`src/verilog/hub_cfg_pkg.sv`:
```
package hub_cfg_pkg;

   // Register offsets on the configuration port
   localparam logic [7:0] OFS_STATUS_CMD = 8'h00;
   localparam logic [7:0] OFS_PROT_LOW = 8'h01;
   localparam logic [7:0] OFS_PROT_HIGH = 8'h10;
   localparam logic [7:0] OFS_DEVICE_RELEASE_HIGH = 8'h06;
   localparam logic [7:0] OFS_POWER_SPEED_A = 8'h07;
   localparam logic [7:0] OFS_POWER_SWITCH_B = 8'h08;
   localparam logic [7:0] OFS_FIXED_PORT = 8'h09;
   localparam logic [7:0] OFS_PORT_OFF_SELF = 8'h0A;

   // Reset values
   localparam logic [7:0] RST_STATUS_CMD = 8'h00;
   localparam logic [7:0] RST_DEVICE_RELEASE_HIGH = 8'h00;
   localparam logic [7:0] RST_POWER_SPEED_A = 8'h00;
   localparam logic [7:0] RST_POWER_SWITCH_B = 8'h00;
   localparam logic [7:0] RST_FIXED_PORT = 8'h00;
   localparam logic [7:0] RST_PORT_OFF_SELF = 8'h00;

   // Status/command fields
   localparam int BIT_USB_ATTACH = 0;
   localparam int BIT_CONFIG_LOCK = 1;
   localparam int BIT_SOFT_RESET = 2;

   // First configuration byte fields
   localparam int BIT_POWER_SOURCE = 7;
   localparam int BIT_FULL_SPEED_ONLY = 5;
   localparam int BIT_END_PACKET_SUPPRESS = 3;
   localparam int BIT_SENSE_MODE_HI = 2;
   localparam int BIT_SENSE_MODE_LO = 1;

   // Second configuration byte fields
   localparam int BIT_DYNAMIC_SWITCH = 7;
   localparam int BIT_DELAY_SEL_HI = 5;
   localparam int BIT_DELAY_SEL_LO = 4;
   localparam int BIT_COMPOUND = 3;

   // Port mask fields
   localparam int BIT_PORT1 = 1;
   localparam int BIT_PORT2 = 2;

   // Writable bits of each register; everything else is reserved
   localparam logic [7:0] MASK_STATUS_CMD = 8'h07;
   localparam logic [7:0] MASK_POWER_SPEED_A = 8'hAE;
   localparam logic [7:0] MASK_POWER_SWITCH_B = 8'hB8;
   localparam logic [7:0] MASK_PORT = 8'h06;

   typedef enum logic [1:0]
   {
      SENSE_GANGED = 2'b00,
      SENSE_RESERVED = 2'b01,
      SENSE_NONE = 2'b10,
      SENSE_NONE_ALT = 2'b11
   } sense_mode_t;

   // Over-current delay figures and tick base
   localparam int CLOCK_PERIOD_PS = 5000;
   localparam int DELAY_TICK_US_X10 = 1;
   localparam int DELAY_0_US_X10 = 1;
   localparam int DELAY_1_US_X10 = 20;
   localparam int DELAY_2_US_X10 = 40;
   localparam int DELAY_3_US_X10 = 60;
   // Tick of 0.1 ms in clock cycles
   localparam int DELAY_TICK_CYCLES = (DELAY_TICK_US_X10 * 100_000_000) / CLOCK_PERIOD_PS;
   localparam logic [6:0] DELAY_0_TICKS = 7'(DELAY_0_US_X10 / DELAY_TICK_US_X10);
   localparam logic [6:0] DELAY_1_TICKS = 7'(DELAY_1_US_X10 / DELAY_TICK_US_X10);
   localparam logic [6:0] DELAY_2_TICKS = 7'(DELAY_2_US_X10 / DELAY_TICK_US_X10);
   localparam logic [6:0] DELAY_3_TICKS = 7'(DELAY_3_US_X10 / DELAY_TICK_US_X10);

   // Decoded configuration handed to the hub core
   typedef struct packed
   {
      logic self_powered;
      logic full_speed_only;
      logic end_packet_suppress;
      sense_mode_t overcurrent_sense_mode;
      logic overcurrent_sense_enable;
      logic [1:0] overcurrent_delay_select;
      logic compound_device;
      logic [2:1] fixed_port_flags;
      logic [2:1] self_powered_port_off;
      logic [7:0] device_release_high;
   } hub_config_t;

endpackage

```
`src/verilog/hub_config_register_slice.sv`:
```
// Notes on behaviour
// - Bit 7 of the first configuration byte picks bus power at 0 and self power at 1.
// - With dynamic switching on, the power mode follows the local power sense pin instead.
// - Bit 5 of the first configuration byte at 1 removes high speed, leaving full speed only.
// - First byte bit 3 at 1 drops end of packet at the first frame end point in full speed.
// - Bits 2:1 of the first byte choose ganged sensing at 00, reserved at 01, none at 1x.
// - Second byte bit 7 lets the hub fall to bus power when local power goes, and return.
// - Bits 5:4 of the second byte choose an over-current delay of 0.1, 2, 4 or 6 ms.
// - Bit 3 of the second byte marks the hub as part of a compound device.
// - Bits 1 and 2 of the fixed port mask mark ports 1 and 2 non-removable; others read zero.
// - In self power, port off mask bits 1 and 2 disable ports 1 and 2; others read zero.
// - Offset 06h holds all eight bits of the high byte of the device release number.
// - Writing 1 to bit 2 of offset 00h restores the defaults of offsets 06h..0Ah, but not lock or attach, and the bit self-clears.
`timescale 1ns/1ps
module hub_config_register_slice
   import hub_cfg_pkg::*;
#(
   parameter int TICK_CYCLES = DELAY_TICK_CYCLES
)
(
   input wire logic mclk,
   input wire logic reset,
   input wire logic [7:0] reg_addr,
   input wire logic reg_write,
   input wire logic [7:0] reg_wdata,
   input wire logic reg_read,
   output logic [7:0] reg_rdata,
   output logic reg_rvalid,
   input wire logic local_power_sense_pin,
   input wire logic overcurrent_n_pin,
   output hub_config_t hub_config,
   output logic config_lock,
   output logic usb_attach,
   output logic soft_reset_pulse,
   output logic overcurrent_fault
);

   ////////////////////////////////////////////////////////////////////////////////
   // Register storage

   logic [7:0] device_release_high_byte_reg;
   logic [7:0] power_speed_config_a_reg;
   logic [7:0] power_switch_config_b_reg;
   logic [7:0] fixed_port_mask_reg;
   logic [7:0] self_powered_port_off_mask_reg;
   logic config_lock_reg;
   logic usb_attach_reg;
   logic soft_reset_reg;
   logic cfg_write;
   logic local_power_present;
   logic overcurrent_seen;
   logic self_powered;
   logic sense_enable;
   hub_config_t hub_config_next;
   logic status_write;
   logic wr_release;
   logic wr_power_a;
   logic wr_power_b;
   logic wr_fixed_port;
   logic wr_port_off;
   logic [7:0] status_byte;
   logic [7:0] rdata_next;
   logic overcurrent_pin_active;
   logic sense_active;
   logic [1:0] delay_select;
   logic [2:1] port_off_active;

   // Locked range covers 01h..10h; offset 00h stays writable
   ////////////////////////////////////////////////////////////////////////////////
   // Write decode

   assign cfg_write = reg_write && !config_lock_reg && !soft_reset_reg
      && (reg_addr >= OFS_PROT_LOW) && (reg_addr <= OFS_PROT_HIGH);

   // One strobe per register keeps each storage process to its own decode
   assign wr_release = cfg_write && (reg_addr == OFS_DEVICE_RELEASE_HIGH);
   assign wr_power_a = cfg_write && (reg_addr == OFS_POWER_SPEED_A);
   assign wr_power_b = cfg_write && (reg_addr == OFS_POWER_SWITCH_B);
   assign wr_fixed_port = cfg_write && (reg_addr == OFS_FIXED_PORT);
   assign wr_port_off = cfg_write && (reg_addr == OFS_PORT_OFF_SELF);

   // Status/command stays writable under the lock so attach can still be given
   assign status_write = reg_write && (reg_addr == OFS_STATUS_CMD);

   always_ff @(posedge mclk or posedge reset)
   begin
      if (reset)
         device_release_high_byte_reg <= RST_DEVICE_RELEASE_HIGH;
      else if (soft_reset_reg)
         device_release_high_byte_reg <= RST_DEVICE_RELEASE_HIGH;
      else if (wr_release)
         device_release_high_byte_reg <= reg_wdata;
   end

   always_ff @(posedge mclk or posedge reset)
   begin
      if (reset)
         power_speed_config_a_reg <= RST_POWER_SPEED_A;
      else if (soft_reset_reg)
         power_speed_config_a_reg <= RST_POWER_SPEED_A;
      else if (wr_power_a)
         power_speed_config_a_reg <= reg_wdata & MASK_POWER_SPEED_A;
   end

   always_ff @(posedge mclk or posedge reset)
   begin
      if (reset)
         power_switch_config_b_reg <= RST_POWER_SWITCH_B;
      else if (soft_reset_reg)
         power_switch_config_b_reg <= RST_POWER_SWITCH_B;
      else if (wr_power_b)
         power_switch_config_b_reg <= reg_wdata & MASK_POWER_SWITCH_B;
   end

   always_ff @(posedge mclk or posedge reset)
   begin
      if (reset)
         fixed_port_mask_reg <= RST_FIXED_PORT;
      else if (soft_reset_reg)
         fixed_port_mask_reg <= RST_FIXED_PORT;
      else if (wr_fixed_port)
         fixed_port_mask_reg <= reg_wdata & MASK_PORT;
   end

   always_ff @(posedge mclk or posedge reset)
   begin
      if (reset)
         self_powered_port_off_mask_reg <= RST_PORT_OFF_SELF;
      else if (soft_reset_reg)
         self_powered_port_off_mask_reg <= RST_PORT_OFF_SELF;
      else if (wr_port_off)
         self_powered_port_off_mask_reg <= reg_wdata & MASK_PORT;
   end

   ////////////////////////////////////////////////////////////////////////////////
   // Status/command: lock and attach are write-once, cleared only by the reset pin

   always_ff @(posedge mclk or posedge reset)
   begin
      if (reset)
         config_lock_reg <= RST_STATUS_CMD[BIT_CONFIG_LOCK];
      else if (status_write && reg_wdata[BIT_CONFIG_LOCK])
         config_lock_reg <= 1'b1;
   end

   always_ff @(posedge mclk or posedge reset)
   begin
      if (reset)
         usb_attach_reg <= RST_STATUS_CMD[BIT_USB_ATTACH];
      else if (status_write && reg_wdata[BIT_USB_ATTACH])
         usb_attach_reg <= 1'b1;
   end

   // Held for one cycle only, so the clear of the storage is a single pulse
   always_ff @(posedge mclk or posedge reset)
   begin
      if (reset)
         soft_reset_reg <= RST_STATUS_CMD[BIT_SOFT_RESET];
      else if (soft_reset_reg)
         soft_reset_reg <= 1'b0;
      else if (status_write && reg_wdata[BIT_SOFT_RESET])
         soft_reset_reg <= 1'b1;
   end

   ////////////////////////////////////////////////////////////////////////////////
   // Read port: one cycle latency, unmapped offsets read zero

   assign status_byte = {5'h00, soft_reset_reg, config_lock_reg, usb_attach_reg};

   always_comb
   begin
      case (reg_addr)
         OFS_STATUS_CMD: rdata_next = status_byte;
         OFS_DEVICE_RELEASE_HIGH: rdata_next = device_release_high_byte_reg;
         OFS_POWER_SPEED_A: rdata_next = power_speed_config_a_reg;
         OFS_POWER_SWITCH_B: rdata_next = power_switch_config_b_reg;
         OFS_FIXED_PORT: rdata_next = fixed_port_mask_reg;
         OFS_PORT_OFF_SELF: rdata_next = self_powered_port_off_mask_reg;
         default: rdata_next = 8'h00;
      endcase
   end

   // Data holds between reads so a slow host may collect it late
   always_ff @(posedge mclk or posedge reset)
   begin
      if (reset)
         reg_rdata <= 8'h00;
      else if (reg_read)
         reg_rdata <= rdata_next;
   end

   always_ff @(posedge mclk or posedge reset)
   begin
      if (reset)
         reg_rvalid <= 1'b0;
      else
         reg_rvalid <= reg_read;
   end

   ////////////////////////////////////////////////////////////////////////////////
   // Pin inputs

   pin_sync3 power_sense_sync
   (
      .mclk(mclk),
      .reset(reset),
      .pin_in(local_power_sense_pin),
      .level_out(local_power_present)
   );

   // Inverted ahead of the synchroniser so its reset level matches an idle pin
   assign overcurrent_pin_active = !overcurrent_n_pin;

   pin_sync3 overcurrent_sync
   (
      .mclk(mclk),
      .reset(reset),
      .pin_in(overcurrent_pin_active),
      .level_out(overcurrent_seen)
   );

   ////////////////////////////////////////////////////////////////////////////////
   // Decode

   // Dynamic switching overrides the stored mode with the sensed supply
   always_comb
   begin
      if (power_switch_config_b_reg[BIT_DYNAMIC_SWITCH])
         self_powered = local_power_present;
      else
         self_powered = power_speed_config_a_reg[BIT_POWER_SOURCE];
   end

   // Reserved code 01 is handled as ganged so sensing is never silently lost
   assign sense_enable =
      !power_speed_config_a_reg[BIT_SENSE_MODE_HI];

   // Mask applies only while self powered; with two ports any choice is contiguous
   always_comb
   begin
      if (self_powered)
         port_off_active = self_powered_port_off_mask_reg[BIT_PORT2:BIT_PORT1];
      else
         port_off_active = 2'b00;
   end

   assign delay_select = power_switch_config_b_reg[BIT_DELAY_SEL_HI:BIT_DELAY_SEL_LO];

   always_comb
   begin
      hub_config_next = '0;
      hub_config_next.self_powered = self_powered;
      hub_config_next.full_speed_only = power_speed_config_a_reg[BIT_FULL_SPEED_ONLY];
      hub_config_next.end_packet_suppress =
         power_speed_config_a_reg[BIT_END_PACKET_SUPPRESS];
      hub_config_next.overcurrent_sense_mode = sense_mode_t'(
         power_speed_config_a_reg[BIT_SENSE_MODE_HI:BIT_SENSE_MODE_LO]);
      hub_config_next.overcurrent_sense_enable = sense_enable;
      hub_config_next.overcurrent_delay_select = delay_select;
      hub_config_next.compound_device = power_switch_config_b_reg[BIT_COMPOUND];
      hub_config_next.fixed_port_flags =
         fixed_port_mask_reg[BIT_PORT2:BIT_PORT1];
      hub_config_next.self_powered_port_off = port_off_active;
      hub_config_next.device_release_high = device_release_high_byte_reg;
   end

   always_ff @(posedge mclk or posedge reset)
   begin
      if (reset)
         hub_config <= '0;
      else
         hub_config <= hub_config_next;
   end

   ////////////////////////////////////////////////////////////////////////////////
   // Over-current qualification

   // Sensing off keeps the timer cleared so no stale count survives a mode change
   assign sense_active = overcurrent_seen && sense_enable;

   overcurrent_delay #(.TICK_CYCLES(TICK_CYCLES)) oc_delay
   (
      .mclk(mclk),
      .reset(reset),
      .sense_active(sense_active),
      .delay_select(delay_select),
      .fault(overcurrent_fault)
   );

   assign config_lock = config_lock_reg;
   assign usb_attach = usb_attach_reg;
   assign soft_reset_pulse = soft_reset_reg;

endmodule

```
`src/verilog/pin_sync3.sv`:
```
`timescale 1ns/1ps
module pin_sync3
   import hub_cfg_pkg::*;
(
   input wire logic mclk,
   input wire logic reset,
   input wire logic pin_in,
   output logic level_out
);

   logic s1_reg;
   logic s2_reg;
   logic s3_reg;

   always_ff @(posedge mclk or posedge reset)
   begin
      if (reset)
      begin
         s1_reg <= 1'b0;
         s2_reg <= 1'b0;
         s3_reg <= 1'b0;
      end
      else
      begin
         s1_reg <= pin_in;
         s2_reg <= s1_reg;
         s3_reg <= s2_reg;
      end
   end

   // A change is taken only once the second and third stages agree
   always_ff @(posedge mclk or posedge reset)
   begin
      if (reset)
         level_out <= 1'b0;
      else if (s2_reg == s3_reg)
         level_out <= s3_reg;
   end

endmodule

```
`src/verilog/overcurrent_delay.sv`:
```
`timescale 1ns/1ps
module overcurrent_delay
   import hub_cfg_pkg::*;
#(
   parameter int TICK_CYCLES = DELAY_TICK_CYCLES
)
(
   input wire logic mclk,
   input wire logic reset,
   input wire logic sense_active,
   input wire logic [1:0] delay_select,
   output logic fault
);

   logic [31:0] div_reg;
   logic tick;
   logic [6:0] ticks_reg;
   logic [6:0] limit;

   // Divider gives one enable pulse per 0.1 ms
   always_ff @(posedge mclk or posedge reset)
   begin
      if (reset)
         div_reg <= 32'h00000000;
      else if (!sense_active || tick)
         div_reg <= 32'h00000000;
      else
         div_reg <= div_reg + 32'h00000001;
   end

   assign tick = sense_active && (div_reg == 32'(TICK_CYCLES - 1));

   always_comb
   begin
      case (delay_select)
         2'b00: limit = DELAY_0_TICKS;
         2'b01: limit = DELAY_1_TICKS;
         2'b10: limit = DELAY_2_TICKS;
         default: limit = DELAY_3_TICKS;
      endcase
   end

   // Condition must persist the whole delay before a fault is flagged
   always_ff @(posedge mclk or posedge reset)
   begin
      if (reset)
         ticks_reg <= 7'h00;
      else if (!sense_active)
         ticks_reg <= 7'h00;
      else if (tick && ticks_reg != 7'h7F)
         ticks_reg <= ticks_reg + 7'h01;
   end

   always_ff @(posedge mclk or posedge reset)
   begin
      if (reset)
         fault <= 1'b0;
      else
         fault <= sense_active && (ticks_reg >= limit);
   end

endmodule

```
`config.mk`:
```
export PLATFORM = sky130hd
export DESIGN_NAME = hub_config_register_slice
export DESIGN_NICKNAME = d
export VERILOG_FILES = /design/src/verilog/hub_cfg_pkg.sv /design/src/verilog/hub_config_register_slice.sv /design/src/verilog/pin_sync3.sv /design/src/verilog/overcurrent_delay.sv
export SDC_FILE = /design/constraint.sdc
export NUM_CORES = 1
export LEC_CHECK = 0
export ABC_CLOCK_PERIOD_IN_PS = 2860
export BUFFER_PORTS_ARGS = -buffer_cell sky130_fd_sc_hd__buf_2
export CORE_MARGIN = 2
export CORE_UTILIZATION = 52
export DETAILED_ROUTE_END_ITERATION = 8
export PLACE_DENSITY = 0.71
export SYNTH_ARGS = -nofsm -noshare
export SYNTH_HDL_FRONTEND = slang
export SYNTH_SLANG_ARGS = --single-unit
```
`constraint.sdc`:
```
create_clock -name mclk -period 2.86 [get_ports mclk]
set_input_delay 0.143 -clock mclk [delete_from_list [all_inputs] [get_ports mclk]]
set_output_delay 0.143 -clock mclk [all_outputs]
set_load 0.01 [all_outputs]
```
==> results.toml <==
[drt]
wl_met1_um = 4330
ant_nets = 0
routed-wl-met2_um = 4450
first_iter_violations = 173
finalWirelength_um = 9240
viasPerCell = 5.58
firstDrtPassIters = 5
dr_wl_met3_um = 379
drc = 0
wl_per_cell_um = 15.7
vias = 3283
highest_layer = "met4"

[placed_design]
numPortBuffers = 55
dp_hpwl_um = 6440
gp_congestion = 0.837
preCtsSetupSlack_ns = 0.626

[timing]
setup_viol = 0
tns_ns = 0
min_period_ns = 2.26
skew_ns = 0.0102
fmax_mhz = 443
hold_viol_final = 5
worst_slack_ns = 0.604
rsz0062_at_grt = "false"
tightest_slew_ns = 0.969
whs_ns = -0.0137
period_share = 0.789
drv_slew = 0
relSlewSlack = 0.354

[die]
die_w_um = 97.3
io_pins = 56
coreArea_um2 = 8590
die_area_um2 = 9480
initial_core_util = 0.527
num_rows = 34
die_h_um = 97.3

[synth]
synthMuxAreaShare = 0.0530
synth_xor_area_frac = 0.0619
ys_seq_area_frac = 0.563
yosysMostFrequentCell = "dfrtp_1"
synth_compound_area_frac = 0.0561
synth_common_cells = "dfrtp_1 (102), nor2_1 (64), mux2i_1 (24)"
synthAdderAreaFrac = 0.0226
syn_area_per_cell_um2 = 10.9
synth.area.top_cells = "dfrtp_1 (56%), mux2i_1 (5.3%), nor2_1 (5.3%)"
ys_ff_latch = 102
synth_ff_type = "dfrtp_1"
synth_top_family_by_area = "simple AND/OR/NAND/NOR gates"
synth_nets = 444
synthSimpleGateAreaFrac = 0.206
synth-edff-count = 0
synth_cells = 417
synthArstFlopShare = 1.00
synth_area_leader_cell = "dfrtp_1"
yosysWarnings = 0
syn-cell-area_um2 = 4530
synth_cell_types = 50
synth_top_area_share = 0.563

[global_routing]
grt_pass1_vias = 3170
grt_max_degree = 82
grt_pass1_wl_um = 15500
antenna_found_initial = 0
grt-ovfl-total = 0
grtUsageTotal = 0.203

[setup_path]
timing.rr.start = "oc_delay.div_reg[0]"
cp-end-kind = "flop"
critPathMaxFanout = 12
required_ns = 3.16
setup.worst_path.class = "reg -> reg"
crit_start = "oc_delay.div_reg[0]"
start_kind = "flop"
arrival_ns = 2.55

[clocking]
h-tree-depth = 3
path_clk_slew_ns = 0.11
cts_tree = "done"
cts_root_buffer = "clkbuf_8"
post_cts_buffers = 0
cts_num_sinks = 102
clk-insertion-delay-late_ns = 0.36
ctsLongestPathBuffers = 2
cts_buffers = 9

[finish]
largest_reg_flops = 32
num_antenna_cells = 0
syn2layout_area_growth_pct = 12.9
finalNetCount = 502
drive_above_1_share = 0.179

[flow_run]
cap_violations = 0

[worst_hold_path]
hold_class = "in -> async"

[power]
vdd_drop_max_mv = 0.239
power_frac_clock = 0.352
p_sw_mw = 0.634
internal-power_mw = 1.86
pwr-share-seq = 0.594
powerDensity_nw_per_um2 = 488
power.total_mw = 2.50
switching_share = 0.254
p_leak_nw = 2.45
p_comb_frac = 0.054

[outcome]
violations = "hold timing"
outcome = "finished with violations"
[through the flow]
step	utilization	hold slack (ns)	std cells	area, um^2
floorplan	-	0.174	417	4530
global placement	0.569	0.256	569	4890
detailed placement	0.569	0.256	569	4890
CTS	0.595	0.0138	588	5110
global route	0.595	0.0144	588	5110
finish	0.595	-0.0137	588	5110
[logic make-up (layout without fill, tap and decap cells)]
family                   Yosys count  in the layout
multiplexers                      24             24
XOR/XNOR                          32             32
adder cells (fa/ha/maj)            9              9
buffers and inverters             38            101
AND/OR/NAND/NOR                  173            173
AO/OA/AOI/OAI                     39             39
flip-flops                       102            102
[placed cells by master (no fill, tap or decap), types with 3 or more instances in the layout]
cell type and count:
nor2_1 64, and3_1 4, dlygate4sd3_1 3, o21ai_0 5, ha_1 5, nand4_1 15, a22oi_1 3, xor2_1 13
o22ai_1 7, nand3_1 22, buf_4 4, nor2b_1 3, dfrtp_1 102, nor3_1 9, maj3_1 4, nand2_1 13
mux2i_1 24, inv_1 22, a21oi_1 10, buf_2 55, clkbuf_8 10, o31ai_1 3, nand3b_1 3, nor4_1 10
xnor2_1 19, and2_1 5, and4_1 6, or4_1 3
[layer usage]
metal / track usage / vias to the layer above
met3: 0.0324 / 8
met5: 0 / -
met4: 0.0791 / 0
li1: - / 1574
met1: 0.280 / 1621
met2: 0.326 / 80
[area by class of cell]
type | instances | area, um^2
tap | 108 | 135
sequential | 102 | 2550
fill | 731 | 3480
multi-input combinational | 277 | 1810
inverter | 23 | 88.8
clock buffer | 10 | 138
clock inverter | 6 | 55.1
timing repair buffer | 62 | 335
[final timing paths]
kind | end | slack (ns) | cells past startpoint
hold / removal | oc_delay.div_reg[22] | -0.01 | 2
hold reg to reg | power_sense_sync.s2_reg | 0.36 | 0
setup / recovery | oc_delay.ticks_reg[3] | 0.60 | 6
min in group mclk | device_release_high_byte_reg[6] | 0.03 | 3
setup reg to reg | oc_delay.ticks_reg[3] | 0.60 | 6
max in group asynchronous | hub_config[7] | 2.10 | 3
[power groups by stage]
stage	clock network, mW	logic, mW	registers, mW
after floorplan	0	0.0810	1.51
after global placement	0	0.134	1.51
after detailed placement	0	0.136	1.51
after CTS	0.901	0.139	1.48
after global routing	0.956	0.153	1.48
final	0.879	0.135	1.48
[critical path, cell delays in order (launching register included)]
cell and delay [ns]:
dfrtp_1 0.43, ha_1 0.22, and4_1 0.32, nand2_2 0.09, or3_4 0.47, or4_1 0.52, a21oi_1 0.15
[timing repair]
action	4_1_cts	5_1_grt
hold endpoints to repair	3	0
gates resized for setup	0	0
hold buffers	3	0
No activity file was read; power rests on OpenSTA's default activity.
